File: src/hw/uarteb_defines.svh
// Register offsets, field positions, reset values and timing counts
`ifndef UAREB_DEFINES_SVH
`define UAREB_DEFINES_SVH
`define UAREB_OFF_DATA_IDX 4'h7
`define UAREB_ADDR_DATA 8'h1C
`define UAREB_ADDR_ERRCTL 8'h20
`define UAREB_ADDR_STATUS 8'h24
`define UAREB_ADDR_CTRL 8'h28
`define UAREB_ADDR_BAUD 8'h2C
`define UAREB_BIT_PARITY_IE 0
`define UAREB_BIT_FRAMING_IE 1
`define UAREB_BIT_NOISE_IE 2
`define UAREB_BIT_OVERRUN_IE 3
`define UAREB_ERRCTL_RST 8'h00
`define UAREB_BAUD_RST 13'h0004
`define UAREB_OVS 5'h10
`define UAREB_OVS_HALF 4'h8
`define UAREB_RESP_OKAY 2'b00
`define UAREB_RESP_SLVERR 2'b10
`endif

File: src/hw/uareb_pkg.sv
// Types shared by the serial port design
package uareb_pkg;
  typedef enum logic [1:0] {
    UAREB_IDLE = 2'b00,
    UAREB_START = 2'b01,
    UAREB_DATA = 2'b11,
    UAREB_STOP = 2'b10
  } uareb_state_t;
  typedef struct packed {
    logic overrun;
    logic noise;
    logic framing;
    logic parity;
  } uareb_err_t;
endpackage : uareb_pkg

File: src/hw/uareb_top.sv
// Serial port with error interrupt control and shared data register
//
// Function
// - Overrun enable set requests interrupt while overrun flag is set.
// - Noise enable at bit 2 requests interrupt while noise flag set.
// - Framing enable at bit 1 requests interrupt while framing flag set.
// - Parity enable at bit 0 requests interrupt while parity flag set.
// - Data register read returns receive buffer, transmit buffer untouched.
// - Data register write loads transmit buffer, receive buffer untouched.
// - Data register read completes status flag clearing sequences.
// - Data bit n reads receive bit n and writes transmit bit n.
// - Full-duplex asynchronous NRZ link with matching framing and rate.
// - Transmitter and receiver run independently on one baud generator.
// - Baud generator runs from the bus clock.
// - New character while buffer full sets overrun and is discarded.
// - Buffer full flag clears by status read then data read.
//
// Chosen here: the AXI4-Lite interface to the registers.
`timescale 1ns/100ps
`include "uarteb_defines.svh"
module uareb_top
  import uareb_pkg::*;
(
  // Clock and reset
  input wire logic clock,
  input wire logic rstn,
  // Write address channel
  input wire logic [7:0] s_axi_awaddr,
  input wire logic s_axi_awvalid,
  output logic s_axi_awready,
  // Write data channel
  input wire logic [31:0] s_axi_wdata,
  input wire logic [3:0] s_axi_wstrb,
  input wire logic s_axi_wvalid,
  output logic s_axi_wready,
  // Write response channel
  output logic [1:0] s_axi_bresp,
  output logic s_axi_bvalid,
  input wire logic s_axi_bready,
  // Read address channel
  input wire logic [7:0] s_axi_araddr,
  input wire logic s_axi_arvalid,
  output logic s_axi_arready,
  // Read data channel
  output logic [31:0] s_axi_rdata,
  output logic [1:0] s_axi_rresp,
  output logic s_axi_rvalid,
  input wire logic s_axi_rready,
  // Serial line
  input wire logic rxd,
  output logic txd,
  // Error interrupt request
  output logic errIrq
);
  // Register state
  logic [7:0] errCtl_r;
  logic [7:0] txBuf_r;
  logic txFull_r;
  logic [7:0] rxBuf_r;
  logic rxFull_r;
  logic rxNinth_r;
  uareb_err_t errFlag_r;
  logic [12:0] baudDiv_r;
  logic [12:0] baudCnt_r;
  logic ovsTick;
  logic txEn_r;
  logic rxEn_r;
  logic parityEn_r;
  logic parityOdd_r;
  logic statusSeen_r;
  logic txBusy;
  logic txTake;

  // Bus handshake state
  logic [7:0] awAddr_r;
  logic awHave_r;
  logic [31:0] wData_r;
  logic [3:0] wStrb_r;
  logic wHave_r;
  logic bValid_r;
  logic [1:0] bResp_r;
  logic rValid_r;
  logic [31:0] rData_r;
  logic [1:0] rResp_r;
  logic wrFire;
  logic rdFire;

  // Address check shared by both paths
  function automatic logic addr_known(input logic [7:0] a);
    addr_known = (a == `UAREB_ADDR_DATA) || (a == `UAREB_ADDR_ERRCTL) ||
      (a == `UAREB_ADDR_STATUS) || (a == `UAREB_ADDR_CTRL) ||
      (a == `UAREB_ADDR_BAUD);
  endfunction : addr_known

  assign s_axi_awready = !awHave_r && !bValid_r;
  assign s_axi_wready = !wHave_r && !bValid_r;
  assign s_axi_bvalid = bValid_r;
  assign s_axi_bresp = bResp_r;
  assign s_axi_arready = !rValid_r;
  assign s_axi_rvalid = rValid_r;
  assign s_axi_rdata = rData_r;
  assign s_axi_rresp = rResp_r;
  assign wrFire = awHave_r && wHave_r && !bValid_r;
  assign rdFire = s_axi_arvalid && !rValid_r;

  // Write channel capture and response
  always_ff @(posedge clock or negedge rstn) begin
    if (!rstn) begin
      awAddr_r <= 8'h00;
      awHave_r <= 1'b0;
      wData_r <= 32'h0000_0000;
      wStrb_r <= 4'h0;
      wHave_r <= 1'b0;
      bValid_r <= 1'b0;
      bResp_r <= `UAREB_RESP_OKAY;
    end else begin
      if (s_axi_awvalid && s_axi_awready) begin
        awAddr_r <= s_axi_awaddr;
        awHave_r <= 1'b1;
      end
      if (s_axi_wvalid && s_axi_wready) begin
        wData_r <= s_axi_wdata;
        wStrb_r <= s_axi_wstrb;
        wHave_r <= 1'b1;
      end
      if (wrFire) begin
        awHave_r <= 1'b0;
        wHave_r <= 1'b0;
        bValid_r <= 1'b1;
        bResp_r <= addr_known(awAddr_r) ? `UAREB_RESP_OKAY : `UAREB_RESP_SLVERR;
      end else if (bValid_r && s_axi_bready) begin
        bValid_r <= 1'b0;
      end
    end
  end

  // Read channel with status, buffer and control views
  always_ff @(posedge clock or negedge rstn) begin
    if (!rstn) begin
      rValid_r <= 1'b0;
      rData_r <= 32'h0000_0000;
      rResp_r <= `UAREB_RESP_OKAY;
    end else if (rdFire) begin
      rValid_r <= 1'b1;
      rResp_r <= addr_known(s_axi_araddr) ? `UAREB_RESP_OKAY : `UAREB_RESP_SLVERR;
      case (s_axi_araddr)
        `UAREB_ADDR_DATA: rData_r <= {24'h00_0000, rxBuf_r};
        `UAREB_ADDR_ERRCTL: rData_r <= {24'h00_0000, errCtl_r};
        `UAREB_ADDR_STATUS: rData_r <= {24'h00_0000, rxFull_r, !txFull_r,
          !txBusy && !txFull_r, errFlag_r, rxNinth_r};
        `UAREB_ADDR_CTRL: rData_r <= {28'h000_0000, parityOdd_r, parityEn_r,
          rxEn_r, txEn_r};
        `UAREB_ADDR_BAUD: rData_r <= {19'h0_0000, baudDiv_r};
        default: rData_r <= 32'h0000_0000;
      endcase
    end else if (rValid_r && s_axi_rready) begin
      rValid_r <= 1'b0;
    end
  end

  // Control registers
  always_ff @(posedge clock or negedge rstn) begin
    if (!rstn) begin
      errCtl_r <= `UAREB_ERRCTL_RST;
      baudDiv_r <= `UAREB_BAUD_RST;
      txEn_r <= 1'b0;
      rxEn_r <= 1'b0;
      parityEn_r <= 1'b0;
      parityOdd_r <= 1'b0;
    end else if (wrFire && wStrb_r[0]) begin
      case (awAddr_r)
        `UAREB_ADDR_ERRCTL: errCtl_r <= {4'h0, wData_r[3:0]};
        `UAREB_ADDR_CTRL: begin
          txEn_r <= wData_r[0];
          rxEn_r <= wData_r[1];
          parityEn_r <= wData_r[2];
          parityOdd_r <= wData_r[3];
        end
        `UAREB_ADDR_BAUD: baudDiv_r <= wData_r[12:0];
        default: begin
        end
      endcase
    end
  end

  // Shared 16x baud generator on the bus clock
  always_ff @(posedge clock or negedge rstn) begin
    if (!rstn) begin
      baudCnt_r <= 13'h0000;
    end else if (ovsTick) begin
      baudCnt_r <= 13'h0000;
    end else begin
      baudCnt_r <= baudCnt_r + 13'h0001;
    end
  end
  assign ovsTick = (baudDiv_r <= 13'h0001) || (baudCnt_r >= baudDiv_r - 13'h0001);

  // Transmit buffer, filled by data register writes
  always_ff @(posedge clock or negedge rstn) begin
    if (!rstn) begin
      txBuf_r <= 8'h00;
      txFull_r <= 1'b0;
    end else if (wrFire && wStrb_r[0] && awAddr_r == `UAREB_ADDR_DATA) begin
      txBuf_r <= wData_r[7:0];
      txFull_r <= 1'b1;
    end else if (txTake) begin
      txFull_r <= 1'b0;
    end
  end

  uareb_tx u_tx (
    .clock(clock),
    .rstn(rstn),
    .ovsTick(ovsTick),
    .txEnable(txEn_r),
    .parityEn(parityEn_r),
    .parityOdd(parityOdd_r),
    .bufValid(txFull_r),
    .bufData(txBuf_r),
    .bufTake(txTake),
    .busy(txBusy),
    .txd(txd)
  );

  // Receive line synchroniser, three stages
  logic [2:0] rxSync_r;
  logic rxLevel_r;
  always_ff @(posedge clock or negedge rstn) begin
    if (!rstn) begin
      rxSync_r <= 3'b111;
      rxLevel_r <= 1'b1;
    end else begin
      rxSync_r <= {rxSync_r[1:0], rxd};
      if (rxSync_r[1] == rxSync_r[2]) begin
        rxLevel_r <= rxSync_r[2];
      end
    end
  end

  // Receiver, independent of the transmitter
  uareb_state_t rxState_r;
  logic [3:0] rxTick_r;
  logic [3:0] rxBit_r;
  logic [8:0] rxShift_r;
  logic rxNoise_r;
  logic rxDone;
  logic rxFrameOk;
  logic [2:0] rxVote_r;
  assign rxDone = ovsTick && rxState_r == UAREB_STOP && rxTick_r == 4'h0;
  assign rxFrameOk = rxLevel_r;

  always_ff @(posedge clock or negedge rstn) begin
    if (!rstn) begin
      rxState_r <= UAREB_IDLE;
      rxTick_r <= 4'h0;
      rxBit_r <= 4'h0;
      rxShift_r <= 9'h000;
      rxNoise_r <= 1'b0;
      rxVote_r <= 3'b000;
    end else if (ovsTick) begin
      rxTick_r <= rxTick_r + 4'h1;
      rxVote_r <= {rxVote_r[1:0], rxLevel_r};
      case (rxState_r)
        UAREB_IDLE: begin
          rxTick_r <= 4'h0;
          rxNoise_r <= 1'b0;
          if (rxEn_r && !rxLevel_r) begin
            rxState_r <= UAREB_START;
          end
        end
        UAREB_START: begin
          if (rxTick_r == `UAREB_OVS_HALF) begin
            if (rxLevel_r) begin
              rxState_r <= UAREB_IDLE;
            end else begin
              rxState_r <= UAREB_DATA;
              rxTick_r <= 4'h1;
              rxBit_r <= 4'h0;
            end
          end
        end
        UAREB_DATA: begin
          if (rxTick_r == 4'h0) begin
            rxShift_r <= {rxLevel_r, rxShift_r[8:1]};
            if (rxVote_r[0] != rxLevel_r || rxVote_r[1] != rxLevel_r) begin
              rxNoise_r <= 1'b1;
            end
            if (rxBit_r == (parityEn_r ? 4'h8 : 4'h7)) begin
              rxState_r <= UAREB_STOP;
            end
            rxBit_r <= rxBit_r + 4'h1;
          end
        end
        UAREB_STOP: begin
          if (rxTick_r == 4'h0) begin
            rxState_r <= UAREB_IDLE;
          end
        end
        default: begin
          rxState_r <= UAREB_IDLE;
        end
      endcase
    end
  end

  // Status read arms the clear; data register read completes it
  logic statusRd;
  logic dataRd;
  logic [7:0] rxByte;
  logic rxPar;
  assign statusRd = rdFire && s_axi_araddr == `UAREB_ADDR_STATUS;
  assign dataRd = rdFire && s_axi_araddr == `UAREB_ADDR_DATA;
  assign rxByte = parityEn_r ? rxShift_r[7:0] : rxShift_r[8:1];
  assign rxPar = parityEn_r && ((^rxShift_r) ^ parityOdd_r);

  always_ff @(posedge clock or negedge rstn) begin
    if (!rstn) begin
      statusSeen_r <= 1'b0;
    end else if (statusRd && (rxFull_r || (|errFlag_r))) begin
      statusSeen_r <= 1'b1;
    end else if (dataRd) begin
      statusSeen_r <= 1'b0;
    end
  end

  // Receive buffer and flags; a new event wins over a clear
  always_ff @(posedge clock or negedge rstn) begin
    if (!rstn) begin
      rxBuf_r <= 8'h00;
      rxFull_r <= 1'b0;
      rxNinth_r <= 1'b0;
      errFlag_r <= '0;
    end else begin
      if (dataRd && statusSeen_r) begin
        rxFull_r <= 1'b0;
        errFlag_r <= '0;
      end
      if (rxDone) begin
        if (rxFull_r && !(dataRd && statusSeen_r)) begin
          errFlag_r.overrun <= 1'b1;
        end else begin
          rxBuf_r <= rxByte;
          rxNinth_r <= rxShift_r[8];
          rxFull_r <= 1'b1;
          errFlag_r.noise <= rxNoise_r;
          errFlag_r.framing <= !rxFrameOk;
          errFlag_r.parity <= rxPar;
        end
      end
    end
  end

  // Gated error request
  always_ff @(posedge clock or negedge rstn) begin
    if (!rstn) begin
      errIrq <= 1'b0;
    end else begin
      errIrq <= (errFlag_r.overrun && errCtl_r[`UAREB_BIT_OVERRUN_IE]) ||
        (errFlag_r.noise && errCtl_r[`UAREB_BIT_NOISE_IE]) ||
        (errFlag_r.framing && errCtl_r[`UAREB_BIT_FRAMING_IE]) ||
        (errFlag_r.parity && errCtl_r[`UAREB_BIT_PARITY_IE]);
    end
  end
endmodule : uareb_top

File: src/hw/uareb_tx.sv
// Transmit shifter for the serial port
`timescale 1ns/100ps
`include "uarteb_defines.svh"
module uareb_tx
  import uareb_pkg::*;
(
  // Clock and reset
  input wire logic clock,
  input wire logic rstn,
  // Bit timing
  input wire logic ovsTick,
  input wire logic txEnable,
  input wire logic parityEn,
  input wire logic parityOdd,
  // Buffer side
  input wire logic bufValid,
  input wire logic [7:0] bufData,
  output logic bufTake,
  output logic busy,
  // Line
  output logic txd
);
  uareb_state_t state_r;
  logic [3:0] tick_r;
  logic [3:0] bitIdx_r;
  logic [8:0] shift_r;
  logic txd_r;

  assign bufTake = (state_r == UAREB_IDLE) && txEnable && bufValid && ovsTick;
  assign busy = (state_r != UAREB_IDLE);
  assign txd = txd_r;

  // Bit shifter on the shared 16x tick
  always_ff @(posedge clock or negedge rstn) begin
    if (!rstn) begin
      state_r <= UAREB_IDLE;
      tick_r <= 4'h0;
      bitIdx_r <= 4'h0;
      shift_r <= 9'h000;
      txd_r <= 1'b1;
    end else if (ovsTick) begin
      tick_r <= tick_r + 4'h1;
      case (state_r)
        UAREB_IDLE: begin
          txd_r <= 1'b1;
          tick_r <= 4'h0;
          if (bufTake) begin
            shift_r <= {(^bufData) ^ parityOdd, bufData};
            state_r <= UAREB_START;
            txd_r <= 1'b0;
          end
        end
        UAREB_START: begin
          if (tick_r == 4'hF) begin
            state_r <= UAREB_DATA;
            bitIdx_r <= 4'h0;
            txd_r <= shift_r[0];
          end
        end
        UAREB_DATA: begin
          if (tick_r == 4'hF) begin
            if (bitIdx_r == (parityEn ? 4'h8 : 4'h7)) begin
              state_r <= UAREB_STOP;
              txd_r <= 1'b1;
            end else begin
              bitIdx_r <= bitIdx_r + 4'h1;
              shift_r <= {1'b0, shift_r[8:1]};
              txd_r <= shift_r[1];
            end
          end
        end
        UAREB_STOP: begin
          if (tick_r == 4'hF) begin
            state_r <= UAREB_IDLE;
          end
        end
        default: begin
          state_r <= UAREB_IDLE;
        end
      endcase
    end
  end
endmodule : uareb_tx

File: config.mk
export PLATFORM = sky130hd
export DESIGN_NAME = uareb_top
export DESIGN_NICKNAME = d
export VERILOG_FILES = /design/src/hw/uareb_pkg.sv /design/src/hw/uareb_top.sv /design/src/hw/uareb_tx.sv
export VERILOG_INCLUDE_DIRS = /design/src /design/src/hw
export SDC_FILE = /design/constraint.sdc
export NUM_CORES = 1
export LEC_CHECK = 0
export BUFFER_PORTS_ARGS = -buffer_cell sky130_fd_sc_hd__buf_2
export CAP_MARGIN = 10
export CORE_MARGIN = 2
export CORE_UTILIZATION = 50
export CTS_BUF_LIST = sky130_fd_sc_hd__clkbuf_8
export CTS_CLUSTER_DIAMETER = 50
export DETAILED_ROUTE_END_ITERATION = 7
export GPL_TIMING_DRIVEN = 0
export PLACE_DENSITY = 0.77
export SLEW_MARGIN = 5
export SYNTH_ARGS = -nofsm -noshare
export SYNTH_HDL_FRONTEND = slang
export SYNTH_SLANG_ARGS = --single-unit
File: constraint.sdc
create_clock -name clock -period 3.6 [get_ports clock]
set_input_delay 0.36 -clock clock [delete_from_list [all_inputs] [get_ports clock]]
set_output_delay 0.36 -clock clock [all_outputs]
set_load 0.005 [all_outputs]
=== Word level (Yosys, flattened, before mapping) ===
Index checks and enable logic that the tools add are counted.

* Add/subtract/negate cells: 6
* Order comparisons: 2
* Equal/unequal tests: 36
* Muxes and demuxes: 62
* Bitwise operators: 3
* Reduce and logical (&&, ||, !) cells: 80

{| class="wikitable"
|+ Operator list
! kind !! number
|-
| $pmux 13 s5 || 1
|-
| $eq 8x6->1 const B || 8
|-
| $mux 4 || 12
|-
| $logic_and 1x1->1 || 28
|-
| $mux 9 || 3
|-
| $mux 2 || 13
|-
| $pmux 4 s2 || 3
|-
| $mux 1 || 22
|-
| $reduce_bool 2->1 || 11
|-
| $pmux 9 s2 || 1
|-
| $add 4x1->4 const B || 4
|-
| $eq 8x5->1 const B || 2
|-
| $ne 2x2->1 const B || 8
|-
| $pmux 2 s4 || 2
|-
| $reduce_and 5->1 || 3
|-
| $logic_or 1x1->1 || 14
|-
| $add 13x1->13 const B || 1
|-
| $ge 13x13->1 || 1
|-
| $le 13x1->1 const B || 1
|-
| $mux 13 || 1
|-
| $sub 13x1->13 const B || 1
|-
| $reduce_and 6->1 || 2
|-
| $ne 2x1->1 const B || 5
|-
| $reduce_xor 9->1 || 1
|-
| 21 further kinds || 41
|}

* Register bits after elaboration: 167
* Input port bits: 60
* Output and inout bits: 43
* Word-level logic and storage cells: 230

=== Logic depth before layout (Yosys ltp) ===
* Depth in word-level cells: 8
* Mapped depth: 14
* Gate-level depth less buffers: 12

=== By module ===
Synthesis repeated with hierarchy kept, for this count alone.

* Cell total of the unflattened synthesis: 632
* Area total of the unflattened synthesis: 7409.6 um^2

{| class="wikitable"
|+ Modules (own cells, without submodules)
! module !! instances !! cells an instance !! area each (um^2) !! sequential area each (um^2)
|-
| uareb_top || 1 || 528 || 6224.7 || 3159.3
|-
| uareb_tx || 1 || 104 || 1184.9 || 501.7
|}

=== Worst setup path after synthesis ===
Ideal clock, no wire load.

* Path kind: reg-to-reg
* Start point: register baudDiv_r[3]
* End point: register rxBuf_r[1]
* Library setup time: 0.125 ns
* Arrival: 3.096 ns
* Required time: 3.475 ns
* Setup slack: 0.380 ns
* Stages on the path, launching flop included: 14
* Path buffers: 1
* Period minus slack after synthesis: 3.220 ns
* Path through: dfrtp_1 -> nor2_1 -> nand2_1 -> or4_1 -> nor4b_1 -> xnor2_1 -> ha_1 -> o21ai_0 -> nor2_1 -> a311oi_1 -> nand3_1 -> nand3_1 -> buf_2 -> mux2_2

* Word-level cells in the longest chain between the ends: 6
* Elaborated cells between the ends (all ways): 7
* Those cells by class: add/sub (1); order compare (2); reduce/logical (4)

{| class="wikitable"
|+ RTL lines
! item !! line !! text
|-
| from (decl) || uareb_top.sv:63 || <nowiki>logic [12:0] baudDiv_r;</nowiki>
|-
| from (signal assigned) || uareb_top.sv:165 || <nowiki>baudDiv_r <= `UAREB_BAUD_RST;</nowiki>
|-
| from (signal assigned) || uareb_top.sv:179 || <nowiki>`UAREB_ADDR_BAUD: baudDiv_r <= wData_r[12:0];</nowiki>
|-
| $sub 13x1->13 || uareb_top.sv:196 || <nowiki>assign ovsTick = (baudDiv_r <= 13'h0001) || (baudCnt_r >= baudDiv_r - 13'h0001);</nowiki>
|-
| $ge 13x13->1 || uareb_top.sv:196 ||
|-
| $logic_or 1x1->1 * || uareb_top.sv:196 ||
|-
| $logic_and 1x1->1 * (2 in series) || uareb_top.sv:249 || <nowiki>assign rxDone = ovsTick && rxState_r == UAREB_STOP && rxTick_r == 4'h0;</nowiki>
|-
| $reduce_and 2->1 (no source line) * || - ||
|-
| to (signal assigned) || uareb_top.sv:342 || <nowiki>rxBuf_r <= rxByte;</nowiki>
|-
| to (decl) || uareb_top.sv:59 || <nowiki>logic [7:0] rxBuf_r;</nowiki>
|}

Mark *: on every way between the ends. The rest lies on a longest branch, timed or not.
A chain may end at the register's enable or synchronous reset.

=== Final worst setup path ===
* Start point: register baudDiv_r[3]
* End point: register u_tx.shift_r[0]

* Word-level cells in the longest chain between the ends: 6
* Elaborated cells between the ends (all ways): 7
* Those cells by class: add/sub (1); order compare (2); eq/ne (1); reduce/logical (3)

{| class="wikitable"
|+ RTL lines
! item !! line !! text
|-
| $sub 13x1->13 || uareb_top.sv:196 ||
|-
| $ge 13x13->1 || uareb_top.sv:196 ||
|-
| $logic_or 1x1->1 * || uareb_top.sv:196 ||
|-
| $logic_and 1x1->1 || uareb_tx.sv:29 || <nowiki>assign bufTake = (state_r == UAREB_IDLE) && txEnable && bufValid && ovsTick;</nowiki>
|-
| $ne 2x2->1 (no source line) || - ||
|-
| $reduce_and 5->1 (no source line) * || - ||
|-
| to (signal assigned) || uareb_tx.sv:48 || <nowiki>shift_r <= {(^bufData) ^ parityOdd, bufData};</nowiki>
|-
| to (signal assigned) || uareb_tx.sv:67 || <nowiki>shift_r <= {1'b0, shift_r[8:1]};</nowiki>
|-
| to (decl) || uareb_tx.sv:26 || <nowiki>logic [8:0] shift_r;</nowiki>
|}

Marked as above.

==> metrics.md <==
| Metric | Value |
|---|---|
| DRC viols | `0` |
| Setup TNS | `0 ps` |
| Total CTS buffers | `17` |
| Top cells by count, synth | `dfrtp_1 (140), mux2_2 (93), nand2_1 (55)` |
| Most frequent cell after synthesis | `dfrtp_1` |
| Number of global-route vias before repair | `roughly 5400` |
| Die ar. | `0.0156 sq mm` |
| Wire per inst | `approximately 17 microns` |
| Final setup violation count | `0` |
| Final core occ | `between 50% and 60%` |
| Post-Synthesis Cells | `651` |
| Design Power | `about 0.0055 W` |
| Slew @ Worst Pin | `670 ps` |
| EDFF count, synth | `0` |
| Clock slew at reported path FFs | `70 ps` |
| Sink Count | `between 100 and 150` |
| Initial antenna violation count | `1` |
| Worst hold path class | `input port to flop` |
| Post-Syn Area per Cell | `between 10 and 15 sq um` |
| CTS max path bufs | `2` |
| Routability congestion estimate | `a little over 0.9` |
| PortBufs | `58` |
| CP Capture Type | `flop` |
| Slew HR | `54.9%` |
| Die width | `between 100 and 150 microns` |
| Worst Path Arrival | `3840 ps` |
| Most used flip-flop cell after synthesis | `dfrtp_1` |
| Worst Hold End | `s_axi_rvalid$_DFFE_PN0P_` |
| Rows | `44` |
| Status | `finished clean` |
| Post-synth top area cell | `dfrtp_1` |
| Grt total ovfl | `0` |
| Reg2Reg Launch Point | `baudDiv_r[3]$_DFFE_PN0P_` |
| Cells on Worst Hold Path | `2` |
| FMAX | `approximately 290 MHz` |
| Vias | `5392` |
| Pin count of the biggest net entering global routing | `slightly above 90` |
| Clock network latency to the later pin of the worst-skew pair | `460 ps` |
| Shortest period the worst path allows | `between 3000 and 4000 ps` |
| Hold Path Origin | `s_axi_rready` |
| Max-slew violation count | `0` |
| Clock skew | `13.5 ps` |
| Area after DPL | `approximately 0.0079 sq mm` |
| Post-synthesis cell area | `about 0.0073 sq mm` |
| Routed Antenna Nets | `0` |
| Placeable core area | `0.0144 sq mm` |
| Synth cell types | `between 50 and 60` |
| Lkg Pwr | `between 4 and 5 nW` |
| R2R Path End | `u_tx.shift_r[0]$_DFFE_PN0P_` |
| Ys Warns | `0` |
| Total Wirelength | `around 16000 microns` |
| Detailed Routing Iterations Pass 1 | `5` |
| #FFs+latches synth | `roughly 150` |
| Seq/Total Area, Yosys | `between 50% and 60%` |
| Hold Vio Cnt, Final | `0` |
| Tcrit/Tclk final | `between 90% and 100%` |
| Worst-path maximum fanout | `9` |
| Critical path startpoint category | `flop` |
| Total Nets Final | `approximately 830` |
| Yosys top cell area share | `approximately 48%` |
| CTS H-tree lvls | `4` |
| Clock tree from TritonCTS | `built` |
| DRC marker count from the first detailed-route iteration | `about 490` |
| Fin area | `between 0.008 and 0.009 sq mm` |
| Number of top-level pins | `between 100 and 150` |
| Peak supply drop | `0.000444 V` |
| Pwr/cell area | `648 mW/mm^2` |
| Initial cell density of the core | `roughly half` |
| Root Buffer | `clkbuf_8` |
| Drt via density | `~5.7` |
| CP Class | `flop to flop` |
| Top cells by area, synth | `dfrtp_1 (48%), mux2_2 (14%), ha_1 (3.6%)` |
| Post-DP HPWL | `11500 microns` |
| Share of post-route cells with drive strength above 1 | `a little under a third` |
| Area delta synth->final | `15.5%` |
| Die Height | `125 microns` |
| Gr usage total | `20.9%` |
| Maxcap violations | `0` |
| R2R setup slack | `a little over 100 ps` |
| Post-synth ARST share | `between 90% and 100%` |
| Required time worst endpoint | `approximately 4000 ps` |
| First-pass GRT wire length | `26300 microns` |
| R2R depth | `14` |
cell usage in the layout (no fill, tap or decap), drive strengths merged, types with 4 or more instances in the layout:
cell type / instances
clkbuf: 32
nor3: 8
a21oi: 17
conb: 21
nor2: 34
and2: 4
mux2i: 8
nand2b: 4
xor2: 13
nor4: 7
inv: 15
o21bai: 5
mux2: 93
buf: 92
dfrtp: 140
clkinv: 5
nand3: 31
dfstp: 6
o211ai: 4
o21ai: 40
o22ai: 4
xnor2: 26
nand3b: 5
nor3b: 4
bufinv: 4
a222oi: 7
and3: 10
nor2b: 6
ha: 21
nand2: 55
nor4b: 4
final cells by class:
cell class	instances	area (sq um)
Multi-Input combinational cell	468	3430
Fill cell	1189	5940
Sequential cell	146	3660
Clock inverter	11	164
Inverter	13	48.8
Antenna cell	1	2.50
Buffer	44	273
Timing Repair Buffer	63	359
Clock buffer	19	262
Tap cell	184	230
report_power, final:
part | leakage, nW | switching [W] | internal, W | total, W
Sequential | 1.91 | 0.000331 | 0.00195 | 0.00229
Clock | 0.224 | 0.000601 | 0.000779 | 0.00138
Combinational | 1.94 | 0.00100 | 0.000797 | 0.00180
metal layers:
| metal | routed length (microns) | part of all wire [%] | GRT usage (%) | up-vias |
|---|---|---|---|---|
| li1 | - | - | - | 2490 |
| met4 | 405 | 2.6 | 8.59 | 0 |
| met5 | 0 | 0 | 0 | - |
| met1 | 6820 | 43 | 26.5 | 2693 |
| met3 | 827 | 5.2 | 4.77 | 31 |
| met2 | 7700 | 49 | 34.6 | 178 |
worst max-delay path: stages, from the launching register on:
cell	delay [ps]
dfrtp_2	450
nor2_2	120
nand2_1	80
or4_4	460
nor4b_2	280
xnor2_1	170
ha_1	270
o21ai_0	200
nor2_1	90
a311oi_2	300
nand3_2	180
buf_4	190
o21a_1	90
buf_2	190
mux2_2	300
sequential cells by signal (all words and copies together), names as in the netlist, 8 cells and up:
signal / count
txBuf_r: 8
s_axi_rdata: 13
baudCnt_r: 13
wData_r: 13
baudDiv_r: 13
awAddr_r: 8
rxShift_r: 9
u_tx.shift_r: 9
rxBuf_r: 8
stage by stage:
step | hold WS (ps) | setup slack, ps | std cells
floorplan | 64.4 | 380 | 671
global placement | 348 | -181 | 913
detailed placement | 347 | -327 | 914
CTS | 55.7 | 16.0 | 946
global route | 48.9 | -1.19 | 949
finish | 70.4 | 103 | 949
worst max-delay path by stage:
stage                                  start  slack (ps)                     endpoint
global placement    baudDiv_r[3]$_DFFE_PN0P_        -180       rxBuf_r[4]$_DFFE_PN0P_
detailed placement  baudDiv_r[3]$_DFFE_PN0P_        -330       rxBuf_r[2]$_DFFE_PN0P_
finish              baudDiv_r[3]$_DFFE_PN0P_         100  u_tx.shift_r[0]$_DFFE_PN0P_
CTS                 baudDiv_r[3]$_DFFE_PN0P_          20      rxTick_r[0]$_DFFE_PN0N_
global route        baudDiv_r[3]$_DFFE_PN0P_          -1      rxTick_r[0]$_DFFE_PN0N_
floorplan           baudDiv_r[3]$_DFFE_PN0P_         380       rxBuf_r[1]$_DFFE_PN0P_
repair_timing:
item,in CTS,in global routing
hold buffers,2,0
endpoints found under the setup margin,57,62
resized for setup,6,5
pin swaps,1,2
endpoints found under the hold margin,50,0
buffers inserted,0,2
cell families after synthesis:
kind of cell    after synthesis  synth area share, %
compound gates              102                 8.90
xor+xnor                     39                 4.68
fa+ha+maj                    22                 3.74
buf+inv                      57                 4.34
flops                       146                 50.2
mux                         101                 15.5
other cells                   1               0.0514
simple gates                183                 12.7
Power figures use the tool's default switching activity.
